===== src/spg_pkg.sv =====
// Constants for the shared-pin port E, F and G block: register indices,
// port widths, bus widths and the peripheral pin assignments.
// Assumes a 32-bit classic Wishbone slave with registers on word addresses.
//
// What this block does
// - Port E direction one drives the pin.
// - Reset clears all port E direction bits.
// - Port E read returns latch for outputs.
// - Port E read returns pin for inputs.
// - Data latch writes always land, input pins unaffected.
// - Bit E7 is SPI clock when enabled.
// - Bit E6 is SPI MOSI when enabled.
// - Bit E5 is SPI MISO when enabled.
// - Bit E4 slave select unless off or master without mode fault.
// - SPI slave ignores slave select direction bit.
// - Peripheral pins ignore direction, reads still use it.
// - E3, E2 follow timer A channel select.
// - E1 is serial receive when enabled.
// - E0 is serial transmit when enabled.
// - Seven port F direction bits, reset to input.
// - Port F read: latch out, pin in.
// - F3..F0 follow timer A channels 5..2.
// - F5, F4 follow timer B channels 1, 0.
// - Timer-owned F pins ignore direction bits.
// - Reset leaves data latches unchanged.
// - Keyboard enable overrides port G direction.
// - Three port G direction bits, reset input.
// - Port G read: latch out, pin in.

package spg_pkg;

	// ==========================================================
	// Register indices; the byte address is four times the index.
	localparam logic [5:0] IDX_DATA_E = 6'h08;
	localparam logic [5:0] IDX_DATA_F = 6'h09;
	localparam logic [5:0] IDX_DATA_G = 6'h0A;
	localparam logic [5:0] IDX_DIR_E = 6'h0C;
	localparam logic [5:0] IDX_DIR_F = 6'h0D;
	localparam logic [5:0] IDX_DIR_G = 6'h0E;

	// ==========================================================
	// Widths.
	localparam int DAT_W = 32;
	localparam int ADR_W = 8;
	localparam int IDX_LSB = 2;
	localparam int E_W = 8;
	localparam int F_W = 7;
	localparam int G_W = 3;
	localparam int PIN_W = E_W + F_W + G_W;
	localparam int TA_CH = 6;
	localparam int TB_CH = 2;

	// ==========================================================
	// Reset values and pin positions.
	localparam logic [7:0] DIR_RESET = 8'h00;
	localparam logic [PIN_W-1:0] PIN_RESET = 18'h00000;
	localparam int E_SCK = 7;
	localparam int E_MOSI = 6;
	localparam int E_MISO = 5;
	localparam int E_SS = 4;
	localparam int E_RXD = 1;
	localparam int E_TXD = 0;
	localparam int F_LSB = E_W;
	localparam int G_LSB = E_W + F_W;

endpackage


===== src/spg_gpio.sv =====
// Shared-pin general-purpose ports E, F and G with their Wishbone registers.
// Assumes the SPI, serial, timer and keyboard units sit beside this block and
// hand in their enable bits and pin drive; they read pins from the sync outputs.
//
// Local design decision: the Wishbone interface to the registers.
`timescale 1ns/1ps
`default_nettype none

module spg_gpio
	import spg_pkg::*;
(
	input wire logic clk_i,
	input wire logic rst_i,
	// Wishbone classic slave.
	input wire logic cyc_i,
	input wire logic stb_i,
	input wire logic we_i,
	input wire logic [ADR_W-1:0] adr_i,
	input wire logic [3:0] sel_i,
	input wire logic [DAT_W-1:0] dat_i,
	output logic [DAT_W-1:0] dat_o,
	output logic ack_o,
	// Pins, three signals each.
	input wire logic [E_W-1:0] pin_e_i,
	output logic [E_W-1:0] pin_e_o,
	output logic [E_W-1:0] pin_e_oe_o,
	input wire logic [F_W-1:0] pin_f_i,
	output logic [F_W-1:0] pin_f_o,
	output logic [F_W-1:0] pin_f_oe_o,
	input wire logic [G_W-1:0] pin_g_i,
	output logic [G_W-1:0] pin_g_o,
	output logic [G_W-1:0] pin_g_oe_o,
	// Filtered pin levels for the borrowing peripherals.
	output logic [E_W-1:0] pin_e_sync_o,
	output logic [F_W-1:0] pin_f_sync_o,
	output logic [G_W-1:0] pin_g_sync_o,
	// SPI controls and drive.
	input wire logic spi_enable_bit_i,
	input wire logic spi_master_select_bit_i,
	input wire logic mode_fault_enable_bit_i,
	input wire logic spi_serial_clock_pin_i,
	input wire logic spi_mosi_out_i,
	input wire logic spi_miso_out_i,
	// Serial interface.
	input wire logic serial_enable_bit_i,
	input wire logic serial_txd_i,
	// Timers: two edge/level select bits per channel.
	input wire logic [2*TA_CH-1:0] timer_a_edge_level_select_bits_i,
	input wire logic [TA_CH-1:0] timer_a_channel_pins_out_i,
	input wire logic [TA_CH-1:0] timer_a_channel_pins_oe_i,
	input wire logic [2*TB_CH-1:0] timer_b_edge_level_select_bits_i,
	input wire logic [TB_CH-1:0] timer_b_channel_pins_out_i,
	input wire logic [TB_CH-1:0] timer_b_channel_pins_oe_i,
	// Keyboard interrupt unit.
	input wire logic [G_W-1:0] keyboard_irq_enable_bits_i
);

	// ==========================================================
	// Helper functions.

	// A channel owns its pin whenever its select pair is not 00.
	function automatic logic [7:0] els_owned(input logic [15:0] els);
		logic [7:0] r;
		r = 8'h00;
		for (int i = 0; i < 8; i++) begin
			r[i] = els[2*i] | els[2*i+1];
		end
		return r;
	endfunction

	// Read source: latch where direction is one, pin level where zero.
	function automatic logic [7:0] rd_mux(input logic [7:0] dir, input logic [7:0] lat,
		input logic [7:0] pin);
		return (dir & lat) | (~dir & pin);
	endfunction

	// ==========================================================
	// Registers.
	logic [E_W-1:0] dir_e_q;
	logic [F_W-1:0] dir_f_q;
	logic [G_W-1:0] dir_g_q;
	logic [E_W-1:0] lat_e_q;
	logic [F_W-1:0] lat_f_q;
	logic [G_W-1:0] lat_g_q;
	logic [PIN_W-1:0] sync1_q;
	logic [PIN_W-1:0] sync2_q;
	logic [PIN_W-1:0] sync3_q;
	logic [PIN_W-1:0] filt_q;
	logic [PIN_W-1:0] filt_d;

	// ==========================================================
	// Bus decode.
	wire [ADR_W-IDX_LSB-1:0] idx = adr_i[ADR_W-1:IDX_LSB];
	wire req = cyc_i & stb_i & ~ack_o;
	wire wr_lo = req & we_i & sel_i[0];
	wire rd = req & ~we_i;
	wire hit_de = idx == IDX_DATA_E;
	wire hit_df = idx == IDX_DATA_F;
	wire hit_dg = idx == IDX_DATA_G;
	wire hit_re = idx == IDX_DIR_E;
	wire hit_rf = idx == IDX_DIR_F;
	wire hit_rg = idx == IDX_DIR_G;

	// Filtered pin levels split per port.
	wire [E_W-1:0] lvl_e = filt_q[E_W-1:0];
	wire [F_W-1:0] lvl_f = filt_q[G_LSB-1:F_LSB];
	wire [G_W-1:0] lvl_g = filt_q[PIN_W-1:G_LSB];

	// Port data reads honour the direction bits even on borrowed pins.
	wire [7:0] rd_e = rd_mux(dir_e_q, lat_e_q, lvl_e);
	wire [7:0] rd_f = rd_mux({1'b0, dir_f_q}, {1'b0, lat_f_q}, {1'b0, lvl_f});
	wire [7:0] rd_g = rd_mux({5'h00, dir_g_q}, {5'h00, lat_g_q}, {5'h00, lvl_g});

	// Unmapped indices read zero; narrow ports read zero above their width.
	wire [7:0] rd_byte = hit_de ? rd_e :
		hit_df ? rd_f :
		hit_dg ? rd_g :
		hit_re ? dir_e_q :
		hit_rf ? {1'b0, dir_f_q} :
		hit_rg ? {5'h00, dir_g_q} : 8'h00;

	// ==========================================================
	// Pin ownership by the borrowing peripherals.
	wire [7:0] ta_own = els_owned({4'h0, timer_a_edge_level_select_bits_i});
	wire [7:0] tb_own = els_owned({12'h000, timer_b_edge_level_select_bits_i});
	wire spi_on = spi_enable_bit_i;
	wire spi_mst = spi_master_select_bit_i;
	// Slave select is free in master mode without mode-fault detection.
	wire ss_own = spi_on & ~(spi_mst & ~mode_fault_enable_bit_i);

	wire [E_W-1:0] own_e = {spi_on, spi_on, spi_on, ss_own, ta_own[1:0],
		serial_enable_bit_i, serial_enable_bit_i};
	wire [F_W-1:0] own_f = {1'b0, tb_own[1:0], ta_own[5:2]};
	wire [G_W-1:0] own_g = keyboard_irq_enable_bits_i;

	// Peripheral drive: master drives clock and MOSI, slave drives MISO.
	wire [E_W-1:0] per_oe_e = {spi_mst, spi_mst, ~spi_mst, 1'b0,
		timer_a_channel_pins_oe_i[1:0], 1'b0, 1'b1};
	wire [E_W-1:0] per_out_e = {spi_serial_clock_pin_i, spi_mosi_out_i, spi_miso_out_i,
		1'b0, timer_a_channel_pins_out_i[1:0], 1'b0, serial_txd_i};
	wire [F_W-1:0] per_oe_f = {1'b0, timer_b_channel_pins_oe_i, timer_a_channel_pins_oe_i[5:2]};
	wire [F_W-1:0] per_out_f = {1'b0, timer_b_channel_pins_out_i,
		timer_a_channel_pins_out_i[5:2]};

	// Owned pins ignore the direction bits; free pins follow them.
	wire [E_W-1:0] oe_e = (own_e & per_oe_e) | (~own_e & dir_e_q);
	wire [F_W-1:0] oe_f = (own_f & per_oe_f) | (~own_f & dir_f_q);
	wire [G_W-1:0] oe_g = ~own_g & dir_g_q;
	// An undriven pin shows zero so an uninitialised latch never reaches it.
	wire [E_W-1:0] out_e = oe_e & ((own_e & per_out_e) | (~own_e & lat_e_q));
	wire [F_W-1:0] out_f = oe_f & ((own_f & per_out_f) | (~own_f & lat_f_q));
	wire [G_W-1:0] out_g = oe_g & lat_g_q;

	// Per bit, the filtered level moves only when stages two and three agree.
	assign filt_d = (sync2_q & sync3_q) | (filt_q & (sync2_q ^ sync3_q));

	// ==========================================================
	// Direction registers; reset makes every pin an input.
	always_ff @(posedge clk_i) begin
		if (rst_i) begin
			dir_e_q <= DIR_RESET[E_W-1:0];
			dir_f_q <= DIR_RESET[F_W-1:0];
			dir_g_q <= DIR_RESET[G_W-1:0];
		end else begin
			if (wr_lo && hit_re) dir_e_q <= dat_i[E_W-1:0];
			if (wr_lo && hit_rf) dir_f_q <= dat_i[F_W-1:0];
			if (wr_lo && hit_rg) dir_g_q <= dat_i[G_W-1:0];
		end
	end

	// Data latches have no reset: reset keeps whatever software wrote.
	always_ff @(posedge clk_i) begin
		if (wr_lo && hit_de) lat_e_q <= dat_i[E_W-1:0];
		if (wr_lo && hit_df) lat_f_q <= dat_i[F_W-1:0];
		if (wr_lo && hit_dg) lat_g_q <= dat_i[G_W-1:0];
	end

	// Bus answer: one cycle after the request, dropped the next cycle.
	always_ff @(posedge clk_i) begin
		if (rst_i) begin
			ack_o <= 1'b0;
			dat_o <= '0;
		end else begin
			ack_o <= req;
			dat_o <= rd ? {24'h000000, rd_byte} : '0;
		end
	end

	// Pin input synchroniser and agreement filter.
	always_ff @(posedge clk_i) begin
		if (rst_i) begin
			sync1_q <= PIN_RESET;
			sync2_q <= PIN_RESET;
			sync3_q <= PIN_RESET;
			filt_q <= PIN_RESET;
		end else begin
			sync1_q <= {pin_g_i, pin_f_i, pin_e_i};
			sync2_q <= sync1_q;
			sync3_q <= sync2_q;
			filt_q <= filt_d;
		end
	end

	// Registered pin drive; this adds one cycle after a peripheral changes.
	always_ff @(posedge clk_i) begin
		if (rst_i) begin
			pin_e_oe_o <= '0;
			pin_f_oe_o <= '0;
			pin_g_oe_o <= '0;
			pin_e_o <= '0;
			pin_f_o <= '0;
			pin_g_o <= '0;
		end else begin
			pin_e_oe_o <= oe_e;
			pin_f_oe_o <= oe_f;
			pin_g_oe_o <= oe_g;
			pin_e_o <= out_e;
			pin_f_o <= out_f;
			pin_g_o <= out_g;
		end
	end

	assign pin_e_sync_o = lvl_e;
	assign pin_f_sync_o = lvl_f;
	assign pin_g_sync_o = lvl_g;

	// ==========================================================
	// Checks.
	logic [E_W-1:0] rd_e_h;
	logic [E_W-1:0] own_e_h;
	assign rd_e_h = rd_e;
	assign own_e_h = own_e;

	a_dir_reset: assert property (@(posedge clk_i) rst_i |=>
		(dir_e_q == '0 && dir_f_q == '0 && dir_g_q == '0))
		else $error("direction bits not cleared by reset");

	a_e_read_data: assert property (@(posedge clk_i) disable iff (rst_i)
		(rd && hit_de) |=> (ack_o && dat_o == {24'h000000, $past(rd_e_h)}))
		else $error("port E read value wrong");

	a_latch_write: assert property (@(posedge clk_i) disable iff (rst_i)
		(wr_lo && hit_de) |=> lat_e_q == $past(dat_i[7:0]))
		else $error("port E latch write lost");

	a_free_pin_dir: assert property (@(posedge clk_i) disable iff (rst_i)
		##1 (((pin_e_oe_o ^ $past(dir_e_q)) & ~$past(own_e_h)) == '0))
		else $error("free port E pin does not follow direction");

	a_spi_clock_dir: assert property (@(posedge clk_i) disable iff (rst_i)
		spi_enable_bit_i |=> pin_e_oe_o[E_SCK] == $past(spi_master_select_bit_i))
		else $error("SPI clock pin direction wrong");

	a_slave_sel_in: assert property (@(posedge clk_i) disable iff (rst_i)
		(spi_enable_bit_i && !spi_master_select_bit_i) |=> !pin_e_oe_o[E_SS])
		else $error("slave select pin driven in slave mode");

	a_serial_pins: assert property (@(posedge clk_i) disable iff (rst_i)
		serial_enable_bit_i |=> (pin_e_oe_o[E_TXD] && !pin_e_oe_o[E_RXD]
		&& pin_e_o[E_TXD] == $past(serial_txd_i)))
		else $error("serial pins not routed");

	a_kbd_override: assert property (@(posedge clk_i) disable iff (rst_i)
		##1 ((pin_g_oe_o & $past(keyboard_irq_enable_bits_i)) == '0))
		else $error("keyboard pin driven");

	a_single_ack: assert property (@(posedge clk_i) disable iff (rst_i)
		(req && hit_df) |=> (ack_o && dat_o[31:7] == '0) ##1 !ack_o)
		else $error("bus answer timing or upper bits wrong");

	a_e_pin_read: assert property (@(posedge clk_i) disable iff (rst_i)
		(rd && hit_de) |=> ((dat_o[7:0] ^ $past(lvl_e)) & ~$past(dir_e_q)) == '0)
		else $error("port E input bit did not read the pin");

	a_f_read_mix: assert property (@(posedge clk_i) disable iff (rst_i)
		(rd && hit_df) |=> ((((dat_o[6:0] ^ $past(lat_f_q)) & $past(dir_f_q))
		| ((dat_o[6:0] ^ $past(lvl_f)) & ~$past(dir_f_q))) == '0))
		else $error("port F read value wrong");

	a_g_read_mix: assert property (@(posedge clk_i) disable iff (rst_i)
		(rd && hit_dg) |=> (dat_o[31:3] == '0 && (((dat_o[2:0] ^ $past(lat_g_q))
		& $past(dir_g_q)) | ((dat_o[2:0] ^ $past(lvl_g)) & ~$past(dir_g_q))) == '0))
		else $error("port G read value wrong");

	a_unmapped_zero: assert property (@(posedge clk_i) disable iff (rst_i)
		(rd && !(hit_de || hit_df || hit_dg || hit_re || hit_rf || hit_rg)) |=> dat_o == '0)
		else $error("unmapped read not zero");

	a_ack_drop: assert property (@(posedge clk_i) disable iff (rst_i)
		ack_o |=> !ack_o)
		else $error("bus answer stood two cycles");

	a_idle_no_ack: assert property (@(posedge clk_i) disable iff (rst_i)
		!req |=> !ack_o)
		else $error("bus answer without request");

	a_dir_e_write: assert property (@(posedge clk_i) disable iff (rst_i)
		(wr_lo && hit_re) |=> dir_e_q == $past(dat_i[E_W-1:0]))
		else $error("port E direction write lost");

	a_dir_f_write: assert property (@(posedge clk_i) disable iff (rst_i)
		(wr_lo && hit_rf) |=> dir_f_q == $past(dat_i[F_W-1:0]))
		else $error("port F direction write lost");

	a_dir_g_write: assert property (@(posedge clk_i) disable iff (rst_i)
		(wr_lo && hit_rg) |=> dir_g_q == $past(dat_i[G_W-1:0]))
		else $error("port G direction write lost");

	a_spi_off_free: assert property (@(posedge clk_i) disable iff (rst_i)
		!spi_enable_bit_i |=> pin_e_oe_o[7:5] == $past(dir_e_q[7:5]))
		else $error("SPI pins not free while SPI is off");

	a_mosi_dir: assert property (@(posedge clk_i) disable iff (rst_i)
		spi_enable_bit_i |=> pin_e_oe_o[E_MOSI] == $past(spi_master_select_bit_i))
		else $error("MOSI pin direction wrong");

	a_miso_dir: assert property (@(posedge clk_i) disable iff (rst_i)
		spi_enable_bit_i |=> pin_e_oe_o[E_MISO] == !$past(spi_master_select_bit_i))
		else $error("MISO pin direction wrong");

	a_ss_free: assert property (@(posedge clk_i) disable iff (rst_i)
		(spi_enable_bit_i && spi_master_select_bit_i && !mode_fault_enable_bit_i)
		|=> pin_e_oe_o[E_SS] == $past(dir_e_q[E_SS]))
		else $error("free slave select pin ignores direction");

	a_serial_off: assert property (@(posedge clk_i) disable iff (rst_i)
		!serial_enable_bit_i |=> pin_e_oe_o[1:0] == $past(dir_e_q[1:0]))
		else $error("serial pins not free while serial is off");

	a_timer_f_free: assert property (@(posedge clk_i) disable iff (rst_i)
		(timer_a_edge_level_select_bits_i[5:4] == 2'h0)
		|=> pin_f_oe_o[0] == $past(dir_f_q[0]))
		else $error("free timer pin ignores direction");

	a_undriven_low: assert property (@(posedge clk_i) disable iff (rst_i)
		((pin_e_o & ~pin_e_oe_o) == '0 && (pin_f_o & ~pin_f_oe_o) == '0))
		else $error("released pin shows a drive value");

endmodule

`default_nettype wire


===== config.mk =====
export PLATFORM = sky130hd
export DESIGN_NAME = spg_gpio
export DESIGN_NICKNAME = d
export VERILOG_FILES = /design/src/spg_pkg.sv /design/src/spg_gpio.sv
export SDC_FILE = /design/constraint.sdc
export NUM_CORES = 1
export LEC_CHECK = 0
export BUFFER_PORTS_ARGS = -buffer_cell sky130_fd_sc_hd__clkbuf_2
export CORE_MARGIN = 10
export CORE_UTILIZATION = 45
export DETAILED_ROUTE_END_ITERATION = 8
export HOLD_SLACK_MARGIN = 0.1
export PLACE_DENSITY_LB_ADDON = 0.15
export SLEW_MARGIN = 5
export SYNTH_ARGS = -nofsm -noshare
export SYNTH_HDL_FRONTEND = slang
export SYNTH_SLANG_ARGS = --single-unit

===== constraint.sdc =====
create_clock -name clk_i -period 1.8 [get_ports clk_i]
set_input_delay 0 -clock clk_i [delete_from_list [all_inputs] [get_ports clk_i]]
set_output_delay 0 -clock clk_i [all_outputs]
set_load 0.005 [all_outputs]

==> results of run 1 <==
==> path summary, 6_finish.rpt <==
path	start	to	slack [ns]	cells past startpoint
min	adr_i[3]	dat_o[1]$_SDFF_PP0_	0.14	4
max	dir_g_q[0]$_SDFFE_PP0P_	dat_o[0]$_SDFF_PP0_	0.07	5
min reg2reg	sync1_q[11]$_SDFF_PP0_	sync2_q[11]$_SDFF_PP0_	0.43	1
max reg2reg	dir_g_q[0]$_SDFFE_PP0P_	dat_o[0]$_SDFF_PP0_	0.07	5
==> sequential cells by signal, summed over array words and instances, names as in the netlist <==
register    flops
ack_o           1
dat_o           8
dir_e_q         8
dir_f_q         7
dir_g_q         3
filt_q         18
lat_e_q         8
lat_f_q         7
lat_g_q         3
pin_e_o         8
pin_e_oe_o      8
pin_f_o         7
pin_f_oe_o      7
pin_g_o         3
pin_g_oe_o      3
sync1_q        18
sync2_q        18
sync3_q        18
==> cells in the mapped netlist, types with 5 or more instances <==
| cell type | instances | area (sq um) |
|---|---|---|
| o21ai_0 | 17 | 85.1 |
| nor2_1 | 63 | 236 |
| nand2_1 | 9 | 33.8 |
| nor2b_1 | 62 | 388 |
| inv_1 | 7 | 26.3 |
| nor3_1 | 14 | 70.1 |
| dfxtp_1 | 135 | 2700 |
| a211oi_1 | 6 | 45.0 |
| buf_1 | 5 | 18.8 |
| clkbuf_1 | 14 | 52.6 |
| mux2i_1 | 45 | 450 |
| a21oi_1 | 23 | 115 |
| edfxtp_1 | 18 | 541 |
| buf_4 | 25 | 188 |
| ha_1 | 18 | 225 |
| and2_1 | 6 | 37.5 |
| nand2b_1 | 10 | 62.6 |
==> through the flow <==
| stage | std cells | setup slack (ns) | utilization, % |
|---|---|---|---|
| finish | 930 | 0.0689 | 65.7 |
| global route | 930 | 0.0288 | 65.7 |
| CTS | 931 | 0.0132 | 65.7 |
| detailed placement | 815 | 0.139 | 53.4 |
| global placement | 815 | 0.149 | 53.4 |
| floorplan | 534 | 0.116 | - |
==> power groups by stage <==
stage | Clock (mW) | Sequential [mW] | Combinational, mW
2_1_floorplan | 0 | 3.62 | 0.227
6_report | 3.68 | 3.55 | 0.521
5_1_grt | 3.89 | 3.55 | 0.575
3_5_place_dp | 0 | 3.62 | 0.362
3_3_place_gp | 0 | 3.62 | 0.356
4_1_cts | 3.76 | 3.55 | 0.513
==> logic make-up after synthesis <==
kind of cell	count (synthesis)	share of synthesized area (%)
fa+ha+maj	18	4.04
buf+inv	52	5.32
simple gates	182	17.9
flops	153	58.2
other cells	1	0.0673
mux	46	8.28
compound gates	59	6.17
==> cell type report <==
cell class              instances  share of cell area (%)
clock buffers                  29                    7.51
clock inverters                 3                   0.553
inverters                       7                   0.332
multi-input cells             329                    26.9
flip-flops and latches        153                    41.0
well taps                     168                    2.65
repair buffers                241                    21.1
==> cell usage in the layout (no fill, tap or decap), drive strengths merged, types with 2 or more instances in the layout <==
cell	n
o211ai	2
nand2	9
or3	2
clkbuf	171
dfxtp	135
nor2b	62
nor4	5
a211oi	6
mux2i	45
buf	17
dlygate4sd3	81
conb	24
a221oi	4
clkinv	2
nor2	63
nand2b	10
or2	3
nor3b	4
edfxtp	18
ha	18
nor3	14
and2	6
o21ai	17
inv	7
o22ai	3
a21oi	23
==> repair_timing <==
item,CTS,global route
hold buffers,84,1
hold endpoints to repair,97,1
resized for setup,0,3
setup buffers,0,1
setup endpoints to repair,0,4
==> tightest hold or removal path, stage by stage <==
cell and delay (ns):
clkbuf_2 0.20, o22ai_1 0.10, o211ai_1 0.12, a2111oi_2 0.08
==> routing by layer <==
metal  vias to the layer above  GRT usage (%)
met4                         0           8.16
met5                         -              0
met3                        26           5.72
li1                       2166              -
met1                      2046           20.1
met2                       171           27.5
==> summary.md, run 1 <==
| Metric | Value |
|---|---|
| Status | complete, no violations |
| Lkg Pwr | 3.44 nW |
| CP arrival | 2.03 ns |
| FP Rows | 40 |
| Largest net degree at the start of global routing | 119 |
| Tot Pwr | 7.75 mW |
| Main synth FF type | dfxtp_1 |
| Worst Setup Start Kind | flop |
| Wire length per cell | 15.9 um |
| # port buffers | 143 |
| Via Count | 4,409 |
| DIE AREA | 0.0172 sq mm |
| Final Cycle Share | 96.2% |
| Pwr/cell area | 978 mW/mm^2 |
| Multi-input gate area | 0.00213 sq mm |
| Total global routing overflow | 0 |
| Initial DRC count | 294 |
| Clock power share | 47.5% |
| Tmin final | 1.73 ns |
| Hpwl dp | 10.0 mm |
| Clk_skew | 0.00553 ns |
| Total track usage | 17.1% |
| Setup Crit Path Kind | reg -> reg |
| Worst-path clk slew | 0.06 ns |
| Final wirelength | 14.8 mm |
| Top Layer Used | met4 |
| Final ANT Viol Nets | 0 |
| Area Overhead vs Synth | 42.1% |
| Chip width | 131 um |
| Initial Utilization | 46.2% |
| Met3 wire len | 979 um |
| EDFF count, synth | 18 |
| Met1 WL | 6.52 mm |
| Skew-Pair Late Insertion Delay | 0.42 ns |
| Slowest CP cell | dlygate4sd3_1 |
| CORE AREA | 0.0121 sq mm |
| Share of cells above drive strength 1 | 25.7% |
| RSZ-0062 raised after global routing | no |
| Post-route cell area | 0.00792 sq mm |
| Int Power | 6.19 mW |
| Sequential area share after synthesis | 58.2% |
| Avg Inst Size Synth | 10.9 sq um |
| GP Congestion | 0.809 |
| Die height | 131 um |
| Fill cell count | 948 |
| # nets final | 877 |
| Worst path top cell family by delay | buffers and inverters |
| Async S/R FF share, synth | 0% |
| Worst-margin pin slew | 0.533 ns |
| Vias in the first global route | 4,596 |
| Area after DPL | 0.00644 sq mm |
| Combinational power share | 6.7% |
| Rel. slew slack | 64.5% |
| Sequential Area | 0.00324 sq mm |
| # DRC | 0 |
| Final hold vios | 0 |
| Seq pwr share | 45.8% |
| Clock sink total | 153 |
| TritonCTS buffer count | 17 |
| CP cell instances | inv_1 > o22ai_1 > o211ai_1 > dlygate4sd3_1 > a211oi_1 |
| Worst Path Buf+Inv | 2 |
| Initial DRT Pass Iterations | 4 |
| Vias per cell | 4.74 |
| Synth cell types | 36 |
| Min Hold Slack | 0.135 ns |
| Max-slew violation count | 0 |
| First-pass GRT wire length | 23.8 mm |
| Synthesized area | 0.00557 sq mm |
| Critical Path Fanout Max | 3 |
| CP max stage delay | 0.57 ns |
| # diodes | 0 |
| Initial antenna violation count | 0 |
| H-tree depth | 4 |
| CTS tree | done |
| Yosys reg bits | 153 |
| Met2 routed WL | 6.85 mm |
| Max Root-Sink Buffers | 2 |
| Setup TNS | 0 ns |
| Max Cap Violations | 0 |
| Worst vdd ir | 568 uV |
| Critical path required time | 2.10 ns |
| Root Buffer | clkbuf_16 |
| Worst Hold Class | in -> reg |
| Setup violators final | 0 |
| I/O Pins | 197 |
| Switch share | 20.1% |
| Syn. warnings | 0 |
| Max Clk Rate | 0.578 GHz |
| Setup crit end kind | flop |
| Synth Instances | 511 |
| Sw Pwr | 1.56 mW |
Note: power is estimated with default switching activity, not from simulation.
==> run 2, diff against run 1 <==
--- a/config.mk
+++ b/config.mk
@@ -6,8 +6,10 @@
 export NUM_CORES = 1
 export LEC_CHECK = 0
 export BUFFER_PORTS_ARGS = -buffer_cell sky130_fd_sc_hd__clkbuf_2
+export CAP_MARGIN = 20
 export CORE_MARGIN = 10
-export CORE_UTILIZATION = 45
+export CORE_UTILIZATION = 46
+export CTS_BUF_LIST = sky130_fd_sc_hd__clkbuf_2
 export DETAILED_ROUTE_END_ITERATION = 8
 export HOLD_SLACK_MARGIN = 0.1
 export PLACE_DENSITY_LB_ADDON = 0.15
==> summary.md, run 2 (synthesis gave the netlist of run 1 again) <==
| Metric | Value |
|---|---|
| Largest net degree at the start of global routing | 119 |
| Worst-path clk slew | 0.22 ns |
| Die height | 130 um |
| Rel. slew slack | 65.3% |
| Clk_skew | 0.0453 ns |
| # nets final | 959 |
| Final wirelength | 15.5 mm |
| CP cell instances | dlygate4sd3_1 > clkbuf_2 > or2_2 > dlygate4sd3_1 > or3_1 > nor2_1 > buf_6 |
| Total track usage | 18.3% |
| Initial DRT Pass Iterations | 8 |
| CTS tree | done |
| Max Root-Sink Buffers | 2 |
| Clock sink total | 153 |
| Final Cycle Share | 102% |
| Initial DRC count | 243 |
| Vias in the first global route | 4,905 |
| Final core utilization | 69.8% |
| Status | complete, but fails checks |
| Worst path most repeated cell | dlygate4sd3_1 |
| I/O Pins | 197 |
| Commonest cells after routing, fill and taps aside | 164 x dlygate4sd3_1, 163 x clkbuf_2, 135 x dfxtp_1, 62 x nor2_1, 62 x nor2b_1 |
| Share of cells above drive strength 1 | 23.7% |
| R2r setup slk | 0.15 ns |
| Worst Setup Start Kind | input pin |
| Worst vdd ir | 399 uV |
| Max Clk Rate | 0.546 GHz |
| Fill cell count | 909 |
| Pwr/cell area | 759 mW/mm^2 |
| Worst Hold Class | in -> reg |
| Pre-CTS setup slack | 0.0173 ns |
| Max-slew violation count | 0 |
| Multi-input gate area | 0.00213 sq mm |
| Setup Crit Path Kind | in -> reg |
| Initial antenna violation count | 0 |
| Total global routing overflow | 0 |
| Hpwl dp | 9.81 mm |
| TritonCTS buffer count | 17 |
| Final hold vios | 0 |
| H-tree depth | 4 |
| Wire length per cell | 15.6 um |
| Area after DPL | 0.00642 sq mm |
| Worst path top cell family by delay | buffers and inverters |
| Skew-Pair Late Insertion Delay | 0.70 ns |
| CP max stage delay | 0.56 ns |
| DIE AREA | 0.0169 sq mm |
| # DRC | 0 |
| Area Overhead vs Synth | 49.9% |
| CP arrival | 2.25 ns |
| Sequential Area | 0.00324 sq mm |
| Critical Path Fanout Max | 8 |
| Slowest CP cell | dlygate4sd3_1 |
| Commonest non-fill, non-tap cell in the layout | dlygate4sd3_1 |
| Max Cap Violations | 0 |
| Tmin final | 1.83 ns |
| # diodes | 0 |
| GP Congestion | 0.839 |
| Critical path required time | 2.22 ns |
| Vias per cell | 4.82 |
| Lkg Pwr | 3.66 nW |
| Setup crit end kind | flop |
| Failing checks | negative setup slack |
| Final WS setup | -0.0327 ns |
| Worst Path Buf+Inv | 4 |
| Chip width | 130 um |
| Setup violators final | 8 |
| Final ANT Viol Nets | 0 |
| Worst-margin pin slew | 0.520 ns |
| # port buffers | 143 |
| Initial Utilization | 46.6% |
| FP Rows | 40 |
| First-pass GRT wire length | 24.6 mm |
| CORE AREA | 0.0120 sq mm |
| Post-route cell area | 0.00835 sq mm |
| Root Buffer | clkbuf_2 |
| Via Count | 4,775 |
[run 2: changes by cell type in the layout (fill, tap and decap cells not counted), sizes merged]
cell	previous run	this run
dlygate4sd3	81	164
clkbuf	171	163
bufinv	1	4
clkinv	2	4
inv	7	9
clkinvlp	0	1
dlymetal6s4s	1	0
[run 2: per-layer routing]
metal	wire length, um	part of all wire [%]	GRT usage (%)	up-vias
met2	7630	49	31.1	170
met3	1170	7.5	5.84	24
met5	0	0	0	-
li1	-	-	-	2324
met4	272	1.8	7.34	0
met1	6440	42	21.0	2257
[run 2: through the flow]
stage,hold WS [ns],instances,setup TNS (ns),total power [mW]
2_1_floorplan,0.0842,534,0,3.85
3_3_place_gp,0.172,794,0,3.97
3_5_place_dp,0.175,794,0,3.98
4_1_cts,0.101,990,0,6.37
5_1_grt,0.119,991,-0.0200,6.61
6_report,0.177,991,-0.168,6.34
[run 2: layout make-up]
type / count / area share (%)
tap: 147 / 2.20
clock buffer: 21 / 1.26
inverter: 7 / 0.315
clock inverter: 11 / 2.04
sequential: 153 / 38.8
timing repair buffer: 323 / 29.9
multi-input combinational: 329 / 25.5
[run 2: final timing paths]
path,startpoint,endpoint,depth (start not counted)
worst max-delay path,adr_i[2],lat_e_q[0]$_DFFE_PP_,7
worst min-delay path,dat_i[3],dir_f_q[3]$_SDFFE_PP0P_,4
worst max register to register,ack_o$_SDFF_PP0_,dir_f_q[6]$_SDFFE_PP0P_,5
worst min register to register,sync1_q[8]$_SDFF_PP0_,sync2_q[8]$_SDFF_PP0_,1
[run 2: power by group]
| part | switching (mW) | internal, mW |
|---|---|---|
| clock | 1.19 | 0.941 |
| sequential | 0.0241 | 3.53 |
| combinational | 0.256 | 0.399 |
[run 2: worst reg2reg max path, cell delays in order, from the launching register on]
cell and delay (ns):
dfxtp_1 0.38, nand4b_1 0.41, nor4_4 0.25, buf_4 0.24
mux2i_1 0.21, nor2_1 0.05
[run 2: repair_timing]
item,CTS,global route
buffers inserted,0,1
hold buffers,164,2
gates resized for setup,1,3
hold endpoints to repair,171,4
setup endpoints to repair,1,5
==> run 3, diff against run 2 <==
--- a/config.mk
+++ b/config.mk
@@ -8,7 +8,7 @@
 export BUFFER_PORTS_ARGS = -buffer_cell sky130_fd_sc_hd__clkbuf_2
 export CAP_MARGIN = 20
 export CORE_MARGIN = 10
-export CORE_UTILIZATION = 46
+export CORE_UTILIZATION = 51
 export CTS_BUF_LIST = sky130_fd_sc_hd__clkbuf_2
 export DETAILED_ROUTE_END_ITERATION = 8
 export HOLD_SLACK_MARGIN = 0.1
==> constraint.sdc (replaced) <==
create_clock -name clk_i -period 1.76 [get_ports clk_i]
set_input_delay 0 -clock clk_i [delete_from_list [all_inputs] [get_ports clk_i]]
set_output_delay 0 -clock clk_i [all_outputs]
set_load 0.005 [all_outputs]
==> summary.md, run 3 (synthesis gave the netlist of run 1 again) <==
| Metric | Value |
|---|---|
| Worst path most repeated cell | dlygate4sd3_1 |
| Worst Setup Start Kind | input pin |
| Worst vdd ir | 470 uV |
| Worst-margin pin slew | 0.526 ns |
| RSZ-0062 raised after global routing | no |
| Skew-Pair Late Insertion Delay | 0.68 ns |
| Worst Hold Class | in -> reg |
| Vias per cell | 4.82 |
| Final ANT Viol Nets | 0 |
| Global route hottest layer | met2 |
| Status | complete, no violations |
| TritonCTS buffer count | 17 |
| Total global routing overflow | 0 |
| Clock sink total | 153 |
| CP cell instances | dlygate4sd3_1 > clkbuf_2 > dlygate4sd3_1 > nand2_1 > or4_1 > or2_2 > a2111oi_0 |
| Initial DRC count | 275 |
| Commonest non-fill, non-tap cell in the layout | clkbuf_2 |
| Setup crit end kind | flop |
| Lkg Pwr | 3.59 nW |
| Max Root-Sink Buffers | 2 |
| Pwr/cell area | 771 mW/mm^2 |
| Max Cap Violations | 0 |
| Largest net degree at the start of global routing | 119 |
| Hpwl dp | 9.65 mm |
| # nets final | 946 |
| Wire length per cell | 15.9 um |
| CORE AREA | 0.0108 sq mm |
| DIE AREA | 0.0155 sq mm |
| # port buffers | 143 |
| Area Overhead vs Synth | 46.7% |
| Via Count | 4,685 |
| Die height | 125 um |
| First-pass GRT wire length | 25.2 mm |
| Slowest CP cell | dlygate4sd3_1 |
| Total track usage | 19.8% |
| Initial DRT Pass Iterations | 5 |
| GP Congestion | 0.891 |
| Setup TNS | 0 ns |
| GR met2 Demand/Resource | 33.0% |
| Setup Crit Path Kind | in -> reg |
| Final wirelength | 15.5 mm |
| Critical Path Fanout Max | 3 |
| Final Cycle Share | 98.6% |
| # DRC | 0 |
| I/O Pins | 197 |
| Fill cell count | 743 |
| Clk_skew | 0.0318 ns |
| Initial antenna violation count | 0 |
| CP arrival | 2.31 ns |
| Root Buffer | clkbuf_2 |
| Met3 usage | 6.09% |
| Initial Utilization | 51.6% |
| Tmin final | 1.73 ns |
| Final hold vios | 0 |
| Max Clk Rate | 0.576 GHz |
| Vias in the first global route | 4,904 |
| Critical path required time | 2.33 ns |
| CP max stage delay | 0.54 ns |
| FP Rows | 38 |
| # diodes | 0 |
| Commonest cells after routing, fill and taps aside | 163 x clkbuf_2, 150 x dlygate4sd3_1, 135 x dfxtp_1, 63 x nor2_1, 62 x nor2b_1 |
| Met1 GRT Util | 23.1% |
| Rel. slew slack | 64.9% |
| H-tree depth | 4 |
| Worst-path clk slew | 0.21 ns |
| Chip width | 125 um |
| CTS tree | done |
| Tot Pwr | 6.30 mW |
| Share of cells above drive strength 1 | 23.9% |
| Min Hold Slack | 0.146 ns |
| Max-slew violation count | 0 |
| Setup violators final | 0 |
[run 3: worst paths after layout]
path / startpoint / endpoint / slack (ns) / depth (start not counted)
worst max-delay path: stb_i / dat_o[1]$_SDFF_PP0_ / 0.03 / 7
worst min-delay path: dat_i[1] / lat_g_q[1]$_DFFE_PP_ / 0.15 / 2
worst min register to register: sync1_q[11]$_SDFF_PP0_ / sync2_q[11]$_SDFF_PP0_ / 0.46 / 1
worst max register to register: ack_o$_SDFF_PP0_ / dat_o[1]$_SDFF_PP0_ / 0.10 / 3
[run 3: layout make-up]
cell class / instances / area, sq um / share of cell area, %
inverters: 7 / 26.3 / 0.321
repair buffers: 310 / 2360 / 28.9
flip-flops and latches: 153 / 3240 / 39.7
well taps: 140 / 175 / 2.14
clock buffers: 21 / 105 / 1.29
clock inverters: 11 / 141 / 1.73
multi-input cells: 329 / 2130 / 26.0
[run 3: per-layer routing]
layer	wire length, um	share of wire, %
met1	6560	42
met2	7370	48
met3	1080	7.0
met4	455	2.9
met5	0	0
[run 3: where the power goes]
group / switching, mW / total, mW / leakage, nW / internal [mW]
clock network: 1.19 / 2.01 / 0.162 / 0.823
logic: 0.265 / 0.657 / 2.17 / 0.392
registers: 0.0255 / 3.63 / 1.26 / 3.61
total: 1.48 / 6.30 / 3.59 / 4.82
[run 3: timing repair]
item                                    4_1_cts  5_1_grt
hold endpoints to repair                    171        0
setup buffers                                 0        1
endpoints found under the setup margin        0        4
hold buffers                                150        0
gates resized for setup                       0        1
[run 3: per-stage QoR]
| stage | cell area [sq um] | instances | setup WS (ns) | utilization, % |
|---|---|---|---|---|
| 2_1_floorplan | 5660 | 534 | 0.0760 | - |
| 3_3_place_gp | 6420 | 788 | 0.121 | 59.4 |
| 3_5_place_dp | 6420 | 788 | 0.103 | 59.4 |
| 4_1_cts | 8160 | 970 | 0.106 | 75.6 |
| 5_1_grt | 8180 | 971 | 0.00552 | 75.8 |
| 6_report | 8180 | 971 | 0.0251 | 75.8 |
[run 3: critical path: cells and delay by family]
kind / cells / cell delay (ns)
and+or+nand+nor: 3 / 0.85
buffers and inverters: 3 / 1.18
AOI/OAI and AO/OA: 1 / 0.27
